<file path="config.mk">
export PLATFORM = sky130hd
export DESIGN_NAME = ccr_regs
export DESIGN_NICKNAME = d
export VERILOG_FILES = /design/src/hdl/ccr_regs.v /design/src/hdl/ccr_decode.v
export VERILOG_INCLUDE_DIRS = /design/src /design/src/hdl
export SDC_FILE = /design/constraint.sdc
export NUM_CORES = 1
export LEC_CHECK = 0
export ABC_AREA = 1
export ABC_CLOCK_PERIOD_IN_PS = 1900
export BUFFER_PORTS_ARGS = -buffer_cell sky130_fd_sc_hd__buf_2
export CAP_MARGIN = 40
export CORE_MARGIN = 5
export CORE_UTILIZATION = 45
export DETAILED_ROUTE_END_ITERATION = 10
export SYNTH_ARGS = -nofsm -noshare
export SYNTH_HDL_FRONTEND = slang
export SYNTH_HIERARCHICAL = 1
export SYNTH_SLANG_ARGS = --single-unit
</file>
<file path="constraint.sdc">
create_clock -name ref_clk -period 1.9 [get_ports ref_clk]
set_clock_uncertainty 0.15 [all_clocks]
set_input_delay 0.38 -clock ref_clk [delete_from_list [all_inputs] [get_ports ref_clk]]
set_output_delay 0.38 -clock ref_clk [all_outputs]
set_load 0.005 [all_outputs]
</file>
<file path="src/hdl/ccr_defs.vh">
// register offsets, field positions, reset values and encodings of the
// charge configuration register slice; definitions only
`ifndef CCR_DEFS_VH
`define CCR_DEFS_VH

// register offsets on the serial program interface
`define CCR_OFS_VTERM_COOL_NOM  8'h02
`define CCR_OFS_VTERM_WARM_HOT  8'h03
`define CCR_OFS_CURR_COOL_NOM   8'h04
`define CCR_OFS_CURR_WARM_HOT   8'h05
`define CCR_OFS_TIMERS          8'h06
`define CCR_OFS_CFG_ENABLE      8'h11

// reset values
`define CCR_RST_CFG             8'h00
`define CCR_RST_CFG_ENABLE      1'h0

// field positions, high nibble / low nibble and 2+3+3 layout
`define CCR_CURR_HI_MSB         7
`define CCR_CURR_HI_LSB         4
`define CCR_CURR_LO_MSB         3
`define CCR_CURR_LO_LSB         0
`define CCR_SMALL_MSB           7
`define CCR_SMALL_LSB           6
`define CCR_VT_HI_MSB           5
`define CCR_VT_HI_LSB           3
`define CCR_VT_LO_MSB           2
`define CCR_VT_LO_LSB           0
`define CCR_EN_CFG_BIT          0

// temperature band codes
`define CCR_BAND_COLD           2'h0
`define CCR_BAND_NOMINAL        2'h1
`define CCR_BAND_WARM           2'h2
`define CCR_BAND_HOT            2'h3

// current encodings in mA
`define CCR_CURR_CODE0_MA       11'h032
`define CCR_CURR_STEP_MA        11'h064
`define CCR_SMALL_MA_0          11'h032
`define CCR_SMALL_MA_1          11'h064
`define CCR_SMALL_MA_2          11'h0B9
`define CCR_SMALL_MA_3          11'h172

// termination voltage encodings in mV, invalid code reads 0
`define CCR_VT_MV_0             13'h0F64
`define CCR_VT_MV_1             13'h0FA0
`define CCR_VT_MV_2             13'h0FD2
`define CCR_VT_MV_3             13'h1004
`define CCR_VT_MV_4             13'h1018
`define CCR_VT_MV_5             13'h1036
`define CCR_VT_MV_6             13'h1054
`define CCR_VT_INVALID          3'h7

`endif

</file>
<file path="src/hdl/ccr_regs.v">
// charge configuration register slice: two-wire serial slave, register
// file at 02..06 and 11 hex, temperature band selection and fault
// assumes: scl/sda and analog comparator levels arrive asynchronously
`timescale 1ns/10ps
`include "ccr_defs.vh"

module ccr_regs #(
    parameter [6:0] DEV_ADDR = 7'h2A  // arbitrary bus address
) (
    // clock and reset
    input  wire        ref_clk,
    input  wire        rst,
    // serial program interface, open drain data
    input  wire        scl_in,
    input  wire        sda_in,
    output reg         sda_out,
    output reg         sda_oe,
    // analog comparator levels
    input  wire        temp_below_0,
    input  wire        temp_above_60,
    input  wire [1:0]  temp_band,
    input  wire        vbat_ge_3v0,
    // charge control outputs
    output reg         charge_enable,
    output reg         temp_fault,
    output reg  [10:0] band_current_ma,
    output reg  [10:0] output_limit_ma,
    output reg  [2:0]  vterm_code,
    output reg  [12:0] vterm_mv,
    output reg         vterm_invalid
);

    // serial slave states
    localparam [3:0] ST_IDLE  = 4'h0;
    localparam [3:0] ST_ADDR  = 4'h1;
    localparam [3:0] ST_AACK  = 4'h2;
    localparam [3:0] ST_REG   = 4'h3;
    localparam [3:0] ST_RACK  = 4'h4;
    localparam [3:0] ST_WDAT  = 4'h5;
    localparam [3:0] ST_WACK  = 4'h6;
    localparam [3:0] ST_RDAT  = 4'h7;
    localparam [3:0] ST_MACK  = 4'h8;

    // synchronisers: first stage, second stage, edge copy
    reg [1:0] scl_s1, sda_s1;
    reg [1:0] scl_s2, sda_s2;
    reg [4:0] ana_s1, ana_s2;
    wire      scl_rise = scl_s2[0] & ~scl_s2[1];
    wire      scl_fall = ~scl_s2[0] & scl_s2[1];
    wire      start_c  = scl_s2[0] & scl_s2[1] & ~sda_s2[0] & sda_s2[1];
    wire      stop_c   = scl_s2[0] & scl_s2[1] & sda_s2[0] & ~sda_s2[1];
    wire      sda_now  = sda_s2[0];

    // register file
    reg [7:0] vterm_cool_nom, vterm_warm_hot;
    reg [7:0] curr_cool_nom, curr_warm_hot, timers;
    reg       en_cfg;

    // slave state
    reg [3:0] state;
    reg [3:0] bit_cnt;
    reg [7:0] shift;
    reg [7:0] ptr;
    reg [7:0] rd_byte;
    reg       rd_mode;
    reg       master_nack;

    // offsets 02..06 are gated by the enable bit
    function gated;
        input [7:0] a;
        begin
            gated = (a >= `CCR_OFS_VTERM_COOL_NOM) && (a <= `CCR_OFS_TIMERS);
        end
    endfunction

    // read multiplexer; gated registers read zero while access is off
    function [7:0] reg_read;
        input [7:0] a;
        begin
            reg_read = 8'h00;
            if (a == `CCR_OFS_CFG_ENABLE)
                reg_read = {7'h00, en_cfg};
            else if (en_cfg && gated(a)) begin
                case (a)
                    `CCR_OFS_VTERM_COOL_NOM: reg_read = vterm_cool_nom;
                    `CCR_OFS_VTERM_WARM_HOT: reg_read = vterm_warm_hot;
                    `CCR_OFS_CURR_COOL_NOM:  reg_read = curr_cool_nom;
                    `CCR_OFS_CURR_WARM_HOT:  reg_read = curr_warm_hot;
                    default:                 reg_read = timers;
                endcase
            end
        end
    endfunction

    // read data for the current pointer, bit 7 goes out first
    wire [7:0] rd_next = reg_read(ptr);

    // three flip-flops on scl and sda plus one edge copy, two flip-flops on the analog levels
    always @(posedge ref_clk) begin
        if (rst) begin
            scl_s1 <= 2'h3;
            sda_s1 <= 2'h3;
            scl_s2 <= 2'h3;
            sda_s2 <= 2'h3;
            ana_s1 <= 5'h00;
            ana_s2 <= 5'h00;
        end else begin
            scl_s1 <= {scl_s1[0], scl_in};
            sda_s1 <= {sda_s1[0], sda_in};
            scl_s2 <= {scl_s2[0], scl_s1[1]};
            sda_s2 <= {sda_s2[0], sda_s1[1]};
            ana_s1 <= {temp_below_0, temp_above_60, temp_band, vbat_ge_3v0};
            ana_s2 <= ana_s1;
        end
    end

    // serial slave: sample on scl rise, drive on scl fall
    always @(posedge ref_clk) begin
        if (rst) begin
            state          <= ST_IDLE;
            bit_cnt        <= 4'h0;
            shift          <= 8'h00;
            ptr            <= 8'h00;
            rd_byte        <= 8'h00;
            rd_mode        <= 1'b0;
            master_nack    <= 1'b0;
            sda_out        <= 1'b0;
            sda_oe         <= 1'b0;
            vterm_cool_nom <= `CCR_RST_CFG;
            vterm_warm_hot <= `CCR_RST_CFG;
            curr_cool_nom  <= `CCR_RST_CFG;
            curr_warm_hot  <= `CCR_RST_CFG;
            timers         <= `CCR_RST_CFG;
            en_cfg         <= `CCR_RST_CFG_ENABLE;
        end else if (start_c) begin
            state   <= ST_ADDR;
            bit_cnt <= 4'h0;
            sda_oe  <= 1'b0;
        end else if (stop_c) begin
            state  <= ST_IDLE;
            sda_oe <= 1'b0;
        end else if (scl_rise) begin
            case (state)
                ST_ADDR, ST_REG, ST_WDAT: begin
                    shift   <= {shift[6:0], sda_now};
                    bit_cnt <= bit_cnt + 4'h1;
                end
                ST_RDAT: bit_cnt <= bit_cnt + 4'h1;
                ST_MACK: begin
                    master_nack <= sda_now;
                    if (!sda_now)
                        ptr <= ptr + 8'h01;
                end
                default: ;
            endcase
        end else if (scl_fall) begin
            case (state)
                ST_ADDR: if (bit_cnt == 4'h8) begin
                    if (shift[7:1] == DEV_ADDR) begin
                        sda_oe  <= 1'b1;
                        rd_mode <= shift[0];
                        state   <= ST_AACK;
                    end else begin
                        state <= ST_IDLE;
                    end
                end
                ST_AACK: begin
                    bit_cnt <= 4'h0;
                    if (rd_mode) begin
                        rd_byte <= rd_next;
                        sda_oe  <= ~rd_next[7];
                        state   <= ST_RDAT;
                    end else begin
                        sda_oe <= 1'b0;
                        state  <= ST_REG;
                    end
                end
                ST_REG: if (bit_cnt == 4'h8) begin
                    ptr    <= shift;
                    sda_oe <= 1'b1;
                    state  <= ST_RACK;
                end
                ST_RACK, ST_WACK: begin
                    sda_oe  <= 1'b0;
                    bit_cnt <= 4'h0;
                    state   <= ST_WDAT;
                end
                ST_WDAT: if (bit_cnt == 4'h8) begin
                    // writes to 02..06 dropped while access is disabled
                    if (ptr == `CCR_OFS_CFG_ENABLE)
                        en_cfg <= shift[`CCR_EN_CFG_BIT];
                    else if (en_cfg) begin
                        case (ptr)
                            `CCR_OFS_VTERM_COOL_NOM: vterm_cool_nom <= shift;
                            `CCR_OFS_VTERM_WARM_HOT: vterm_warm_hot <= shift;
                            `CCR_OFS_CURR_COOL_NOM:  curr_cool_nom  <= shift;
                            `CCR_OFS_CURR_WARM_HOT:  curr_warm_hot  <= shift;
                            `CCR_OFS_TIMERS:         timers         <= shift;
                            default: ;
                        endcase
                    end
                    ptr    <= ptr + 8'h01;
                    sda_oe <= 1'b1;
                    state  <= ST_WACK;
                end
                ST_RDAT: begin
                    if (bit_cnt == 4'h8) begin
                        sda_oe <= 1'b0;
                        state  <= ST_MACK;
                    end else begin
                        sda_oe <= ~rd_byte[3'h7 - bit_cnt[2:0]];
                    end
                end
                ST_MACK: begin
                    bit_cnt <= 4'h0;
                    if (master_nack) begin
                        sda_oe <= 1'b0;
                        state  <= ST_IDLE;
                    end else begin
                        rd_byte <= rd_next;
                        sda_oe  <= ~rd_next[7];
                        state   <= ST_RDAT;
                    end
                end
                default: ;
            endcase
        end
    end

    // field selection for the measured band
    wire [10:0] dec_band_ma;
    wire [10:0] dec_limit_ma;
    wire [2:0]  dec_vt_code;
    wire [12:0] dec_vt_mv;
    wire        dec_vt_inv;

    ccr_decode u_decode (
        .band            (ana_s2[2:1]),
        .vterm_cool_nom  (vterm_cool_nom),
        .vterm_warm_hot  (vterm_warm_hot),
        .curr_cool_nom   (curr_cool_nom),
        .curr_warm_hot   (curr_warm_hot),
        .vbat_ge_3v0     (ana_s2[0]),
        .band_current_ma (dec_band_ma),
        .vterm_code      (dec_vt_code),
        .vterm_mv        (dec_vt_mv),
        .vterm_invalid   (dec_vt_inv),
        .output_limit_ma (dec_limit_ma)
    );

    // register the control outputs; follow band changes every cycle
    always @(posedge ref_clk) begin
        if (rst) begin
            charge_enable   <= 1'b0;
            temp_fault      <= 1'b0;
            band_current_ma <= 11'h000;
            output_limit_ma <= 11'h000;
            vterm_code      <= 3'h0;
            vterm_mv        <= 13'h0000;
            vterm_invalid   <= 1'b0;
        end else begin
            temp_fault      <= ana_s2[4] | ana_s2[3];
            charge_enable   <= ~(ana_s2[4] | ana_s2[3]);
            band_current_ma <= dec_band_ma;
            output_limit_ma <= dec_limit_ma;
            vterm_code      <= dec_vt_code;
            vterm_mv        <= dec_vt_mv;
            vterm_invalid   <= dec_vt_inv;
        end
    end

endmodule // ccr_regs

</file>
<file path="src/hdl/ccr_decode.v">
// field selection and decoding for the charge configuration slice
// assumes: purely combinational, outputs registered by the caller
`timescale 1ns/10ps
`include "ccr_defs.vh"

module ccr_decode (
    // temperature band, register contents and battery level
    input  wire [1:0]  band,
    input  wire [7:0]  vterm_cool_nom,
    input  wire [7:0]  vterm_warm_hot,
    input  wire [7:0]  curr_cool_nom,
    input  wire [7:0]  curr_warm_hot,
    input  wire        vbat_ge_3v0,
    // decoded values
    output reg  [10:0] band_current_ma,
    output reg  [2:0]  vterm_code,
    output wire [12:0] vterm_mv,
    output wire        vterm_invalid,
    output wire [10:0] output_limit_ma
);

    // 4-bit current limit: 0 -> 50 mA, N -> N x 100 mA
    function [10:0] curr_ma;
        input [3:0] code;
        begin
            if (code == 4'h0)
                curr_ma = `CCR_CURR_CODE0_MA;
            else
                curr_ma = {7'h00, code} * `CCR_CURR_STEP_MA;
        end
    endfunction

    // 2-bit pre-charge / end-of-charge current
    function [10:0] small_ma;
        input [1:0] code;
        begin
            case (code)
                2'h0:    small_ma = `CCR_SMALL_MA_0;
                2'h1:    small_ma = `CCR_SMALL_MA_1;
                2'h2:    small_ma = `CCR_SMALL_MA_2;
                default: small_ma = `CCR_SMALL_MA_3;
            endcase
        end
    endfunction

    // 3-bit termination voltage, code 7 invalid
    function [12:0] vt_mv;
        input [2:0] code;
        begin
            case (code)
                3'h0:    vt_mv = `CCR_VT_MV_0;
                3'h1:    vt_mv = `CCR_VT_MV_1;
                3'h2:    vt_mv = `CCR_VT_MV_2;
                3'h3:    vt_mv = `CCR_VT_MV_3;
                3'h4:    vt_mv = `CCR_VT_MV_4;
                3'h5:    vt_mv = `CCR_VT_MV_5;
                3'h6:    vt_mv = `CCR_VT_MV_6;
                default: vt_mv = 13'h0000;
            endcase
        end
    endfunction

    // pick the fields of the measured band
    always @* begin
        case (band)
            `CCR_BAND_COLD: begin
                band_current_ma = curr_ma(curr_cool_nom[`CCR_CURR_HI_MSB:`CCR_CURR_HI_LSB]);
                vterm_code      = vterm_cool_nom[`CCR_VT_HI_MSB:`CCR_VT_HI_LSB];
            end
            `CCR_BAND_NOMINAL: begin
                band_current_ma = curr_ma(curr_cool_nom[`CCR_CURR_LO_MSB:`CCR_CURR_LO_LSB]);
                vterm_code      = vterm_cool_nom[`CCR_VT_LO_MSB:`CCR_VT_LO_LSB];
            end
            `CCR_BAND_WARM: begin
                band_current_ma = curr_ma(curr_warm_hot[`CCR_CURR_HI_MSB:`CCR_CURR_HI_LSB]);
                vterm_code      = vterm_warm_hot[`CCR_VT_HI_MSB:`CCR_VT_HI_LSB];
            end
            default: begin
                band_current_ma = curr_ma(curr_warm_hot[`CCR_CURR_LO_MSB:`CCR_CURR_LO_LSB]);
                vterm_code      = vterm_warm_hot[`CCR_VT_LO_MSB:`CCR_VT_LO_LSB];
            end
        endcase
    end

    assign vterm_mv      = vt_mv(vterm_code);
    assign vterm_invalid = (vterm_code == `CCR_VT_INVALID);
    // end-of-charge limit at or above 3.0 V, pre-charge limit below
    assign output_limit_ma = vbat_ge_3v0 ?
        small_ma(vterm_warm_hot[`CCR_SMALL_MSB:`CCR_SMALL_LSB]) :
        small_ma(vterm_cool_nom[`CCR_SMALL_MSB:`CCR_SMALL_LSB]);

endmodule // ccr_decode

</file>
; ---- After elaboration in Yosys (flattened, before gate mapping)
; Cells that the tools add are included.
[word_totals]
inputBits = 9
out_inout_bits = 43
register_bits = 135
[classes]
multipliers = 4
bitwise = 19
n_reduce_logical = 40
n_mux = 48
n_eq_ne = 47
add_sub_neg = 3
magnitude_cmp = 3
[op_table]
columns = cell, count
row1 = $pmux W13 S7, 1
row2 = $mux W8, 10
row3 = $pmux W9 S3, 2
row4 = $reduce_and A9 Y1, 5
row5 = $mux W11, 4
row6 = $mul A4 B5 Y9 const B, 4
row7 = $reduce_and A7 Y1, 5
row8 = $pmux W11 S3, 1
row9 = $mux W4, 8
row10 = $pmux W8 S2, 2
row11 = $pmux W8 S4, 1
row12 = $pmux W4 S7, 1
row13 = $eq A8 B3 Y1 const B, 3
row14 = $ne A2 B2 Y1 const B, 9
row15 = $eq A4 B3 Y1 const B, 4
row16 = $eq A8 B2 Y1 const B, 2
row17 = $logic_not A4 Y1, 4
row18 = $ne A4 B4 Y1 const B, 4
row19 = $eq A3 B3 Y1 const B, 4
row20 = $reduce_and A4 Y1, 3
row21 = $mux W1, 11
row22 = $not A1 Y1, 11
row23 = $mux W9, 1
row24 = $pmux W3 S3, 1
row25 = 37 further kinds, 63

; ---- Logic depth before layout (Yosys ltp)
[depth]
ltp_word = 8
mapped_depth = 14

; ---- Hierarchy
; The synthesis kept the hierarchy.
[by_module_without_submodules]
columns = mod, instances, area_per_inst_um2, cells_per_inst, seq_area_each_um2
row1 = ccr_regs, 1, 5856.9, 836, 2702.6
row2 = ccr_decode, 1, 1829.3, 278, 0.0

; ---- Least setup slack after synthesis
; Ideal clock, no wire load.
[synth_timing]
path_type = reg2reg
startpoint = register curr_warm_hot[4]
endpoint = register band_current_ma[10]
synth_period_minus_slack_ps = 2148
arrival_ps = 1871
t_required_ps = 1622
n_path_buf = 0
stages_incl_launch_ff = 13
setup_slack_ps = -248
path_cell_list = dfxtp_1 inv_1 ha_1 ha_1 inv_1 fa_1 inv_1 a21oi_1 or2_2 nand3_1 nand4_1 inv_1 nor2_1
[synth_via]
elab_chain_len = 3
elab_cells_between_ends = 4
cone_classes = 1 x mul / 2 x mux / 1 x reduce/logical
[synth_lines]
columns = element, line_no
row1 = start: declaration, ccr_regs.v:56  ; reg [7:0] curr_cool_nom, curr_warm_hot, timers;
row2 = start signal: assignment, ccr_regs.v:132  ; curr_warm_hot <= `CCR_RST_CFG;
row3 = start signal: assignment, ccr_regs.v:197  ; `CCR_OFS_CURR_WARM_HOT: curr_warm_hot <= shift;
row4 = $mul A4 B5 Y9 (no line) or $logic_not A4 Y1 (tied branches), -
row5 = $mux W11 (*), ccr_decode.v:26  ; if (code == 4'h0)
row6 = $pmux W11 S3 (*), ccr_decode.v:65  ; case (band)
row7 = via dec_band_ma[10], ccr_regs.v:231  ; wire [10:0] dec_band_ma;
row8 = end signal: assignment, ccr_regs.v:264  ; band_current_ma <= dec_band_ma;
row9 = end: declaration, ccr_regs.v:26  ; output reg [10:0] band_current_ma,
; Mark *: on every way through the listed nets, which the timed path passes. The rest lies on a longest branch.
; A chain may end at the register's enable or synchronous reset.

; ---- Final worst setup path
[layout_timing]
startpoint = register curr_cool_nom[5]
endpoint = register band_current_ma[8]
[layout_via]
elab_chain_len = 3
elab_cells_between_ends = 4
cone_classes = 1 x mul / 2 x mux / 1 x reduce/logical
[layout_lines]
columns = element, line_no
row1 = start: declaration, ccr_regs.v:56
row2 = start signal: assignment, ccr_regs.v:131  ; curr_cool_nom <= `CCR_RST_CFG;
row3 = start signal: assignment, ccr_regs.v:196  ; `CCR_OFS_CURR_COOL_NOM: curr_cool_nom <= shift;
row4 = $mul A4 B5 Y9 (no line) or $logic_not A4 Y1 (tied branches), -
row5 = $mux W11 (*), ccr_decode.v:26
row6 = $pmux W11 S3 (*), ccr_decode.v:65
row7 = via dec_band_ma[8], ccr_regs.v:231
; Marked as above.

==> flow_summary.ini <==
[outcome]
status = finished, violations left
violations = setup timing

[final_layout]
areaGrowthSynthToFinish_pct = 31.1
regMostFlops = vterm_mv
diodes = 0
layout-drive-gt1-share_pct = 26.8
final_util_pct = 60.6
reg_top3 = vterm_mv: 13 flops, band_current_ma: 11 flops, output_limit_ma: 11 flops
nets = 1333
largest_reg_flops = 13

[die]
rows = 47
pin_count = 52
initial_core_util_pct = 46.2
coreArea_sq_um = 16600
die_w_um = 141
die_y_um = 141
dieArea_sq_um = 19800

[global_route]
grt-ovfl-total = 0
grtUsageTotal_pct = 19.7
grt_pass1_vias = 6731
antenna_found_initial = 0
grt_pass1_wl_um = 32000
grt_max_degree = 71

[yosys]
yosysMostFrequentCell = nand2_1
async_flop_share_pct = 0
yosys_warnings = 6
synth-seq-cells = 135
synth_flop_cell = dfxtp_1
synth_top_area_cell = dfxtp_1
netlist_area_sq_um = 7690
synthTopCellsByCount = nand2_1, inv_1, dfxtp_1
yosysSeqAreaShare_pct = 35.2
synth-edff-count = 0
syn_inst = 1114
synth_top_area_share_pct = 35.2
synth.distinct_cells = 40
ys_top_cells_by_area = dfxtp_1, nand2_1, ha_1
syn_avg_cell_area_sq_um = 6.90

[timing]
whs_ns = 0.00810
fin_ws_ns = -0.162
rsz0062_at_grt = true
setup_viol = 4
hold_violations = 0
period_minus_slack_ns = 2.06
timing.final.crit_share_pct = 109
slew_viol_final = 0
fmax_ghz = 0.485

[cts]
cts_tree = done
htreeDepth = 4
clock_latency_ns = 0.42
ctsRootBufferMaster = clkbuf_16
clock_path_buffers = 2
cts_made_buffers = 17
clk_pin_slew_ns = 0.06
cts.sinks = 135

[pwr]
power.total_w = 0.00642
p_leak_nw = 4.70
worst_ir_drop_vdd_uv = 593
power_density_nw_per_um2 = 637

[placement]
io_buffers = 50
gp_congestion = 0.921
dpl.hpwl_um = 14400
dp_slack_ns = -0.239

[critical_path]
slowest_stage = fa_2
crit_chain = inv_2, ha_4, ha_4, inv_2, fa_2, buf_4, xor2_2, o2111ai_1, inv_1, nor2_1
arrival_ns = 2.27
endpoint_kind = flip-flop
cp.required_ns = 2.11
max_stage_delay_ns = 0.36
reg2reg_depth = 10
crit_fanout = 3
worstSetupPathType = reg -> reg
crit_path_start_kind = flip-flop

[drt]
drcViolationCount = 0
first_pass_iters = 5
viasPerCell = 4.85
vias = 7238
ant_nets = 0
routed_wl_um = 19800
drtIter0Drc = 376
routedWlPerCell_um = 13.3

[worst_hold_path]
holdCritPathClass = in -> reg
min_delay_path_depth = 3

[flow_run]
drv_cap = 0
## placed cells by master, fill, tap and decap left out, types with 2 or more instances in the layout
master and instances:
inv_2 21, nor2_4 11, ha_1 40, conb_1 6, dfxtp_4 5, nand2_2 17, bufinv_16 2, dlygate4sd3_1 3
dfxtp_2 15, o21ai_1 9, nand3_2 12, buf_6 6, inv_1 180, o21ai_0 35, or2_2 8, nor2_1 109
nor3_1 4, a21oi_2 12, nor2_2 10, ha_2 4, nand2_4 2, nand4_1 51, dfxtp_1 115, buf_4 95
ha_4 17, nand3_1 60, buf_2 51, xor2_1 4, buf_12 9, clkinv_4 2, a21oi_1 66, fa_2 4
nand2_1 236, clkbuf_16 18, nand3b_1 2, inv_6 5, clkinvlp_4 2, or2_4 2, o2111ai_1 3
## where the power goes
group	total [W]	internal, W	switching [W]
Sequential	0.00289	0.00287	0.0000195
Combinational	0.000244	0.0000969	0.000147
Clock	0.00329	0.00198	0.00131
Total	0.00642	0.00494	0.00148
## cell type report
| type | instances | area, sq um |
|---|---|---|
| multi-input combinational | 738 | 4450 |
| inverter | 202 | 761 |
| fill | 1535 | 6560 |
| tap | 220 | 275 |
| timing repair buffer | 165 | 1270 |
| clock buffer | 19 | 443 |
| sequential | 135 | 2740 |
| clock inverter | 12 | 141 |
## metal layers
metal / track usage, % / routed length (um) / vias up
met1: 25.5 / 8910 / 3244
met5: 0 / 0 / -
met3: 3.93 / 1060 / 31
met2: 33.3 / 9420 / 176
met4: 6.12 / 401 / 0
li1: - / - / 3787
## what timing repair did
item                                    in CTS  in global routing
endpoints found under the hold margin        3                  0
hold buffers                                 3                  0
gates cloned                                 0                  2
setup buffers                                5                  7
endpoints found under the setup margin      49                 80
gates resized for setup                     48                 77
pin swaps                                   16                 24
## worst paths after layout
kind                         start            endpoint  slack [ns]
setup / recovery  curr_cool_nom[5]  band_current_ma[8]       -0.16
hold / removal        temp_below_0           ana_s1[4]       0.008
setup reg to reg  curr_cool_nom[5]  band_current_ma[8]       -0.16
hold reg to reg          ana_s1[1]           ana_s2[1]        0.24
## metrics by stage
stage,instances,cell area [sq um],TNS [ns]
detailed placement,1443,8850,-2.27
CTS,1482,9670,-0.334
global placement,1443,8850,-1.33
floorplan,1117,7740,-0.138
global route,1491,10100,-0.811
finish,1491,10100,-0.444
## cell families (layout without fill, tap and decap cells)
group / count (synthesis) / count (layout) / share of synthesized area, %
mux: 1 / 1 / 0.130
compound gates: 131 / 131 / 8.89
simple gates: 529 / 529 / 31.1
xor+xnor: 6 / 6 / 0.684
buf+inv: 244 / 398 / 13.0
fa+ha+maj: 65 / 65 / 11.0
other cells: 3 / 6 / 0.146
flops: 135 / 135 / 35.2
## worst max-delay path: cells and delay by family, from the launching register on
family                     cells  cell delay [ns]
xor gates and xnor gates       1             0.17
buffers and inverters          4             0.32
DFF                            1             0.35
AOI/OAI and AO/OA              1             0.20
adders and majority gates      3             0.74
and+or+nand+nor                1             0.07
(Power assumes the default switching activity.)
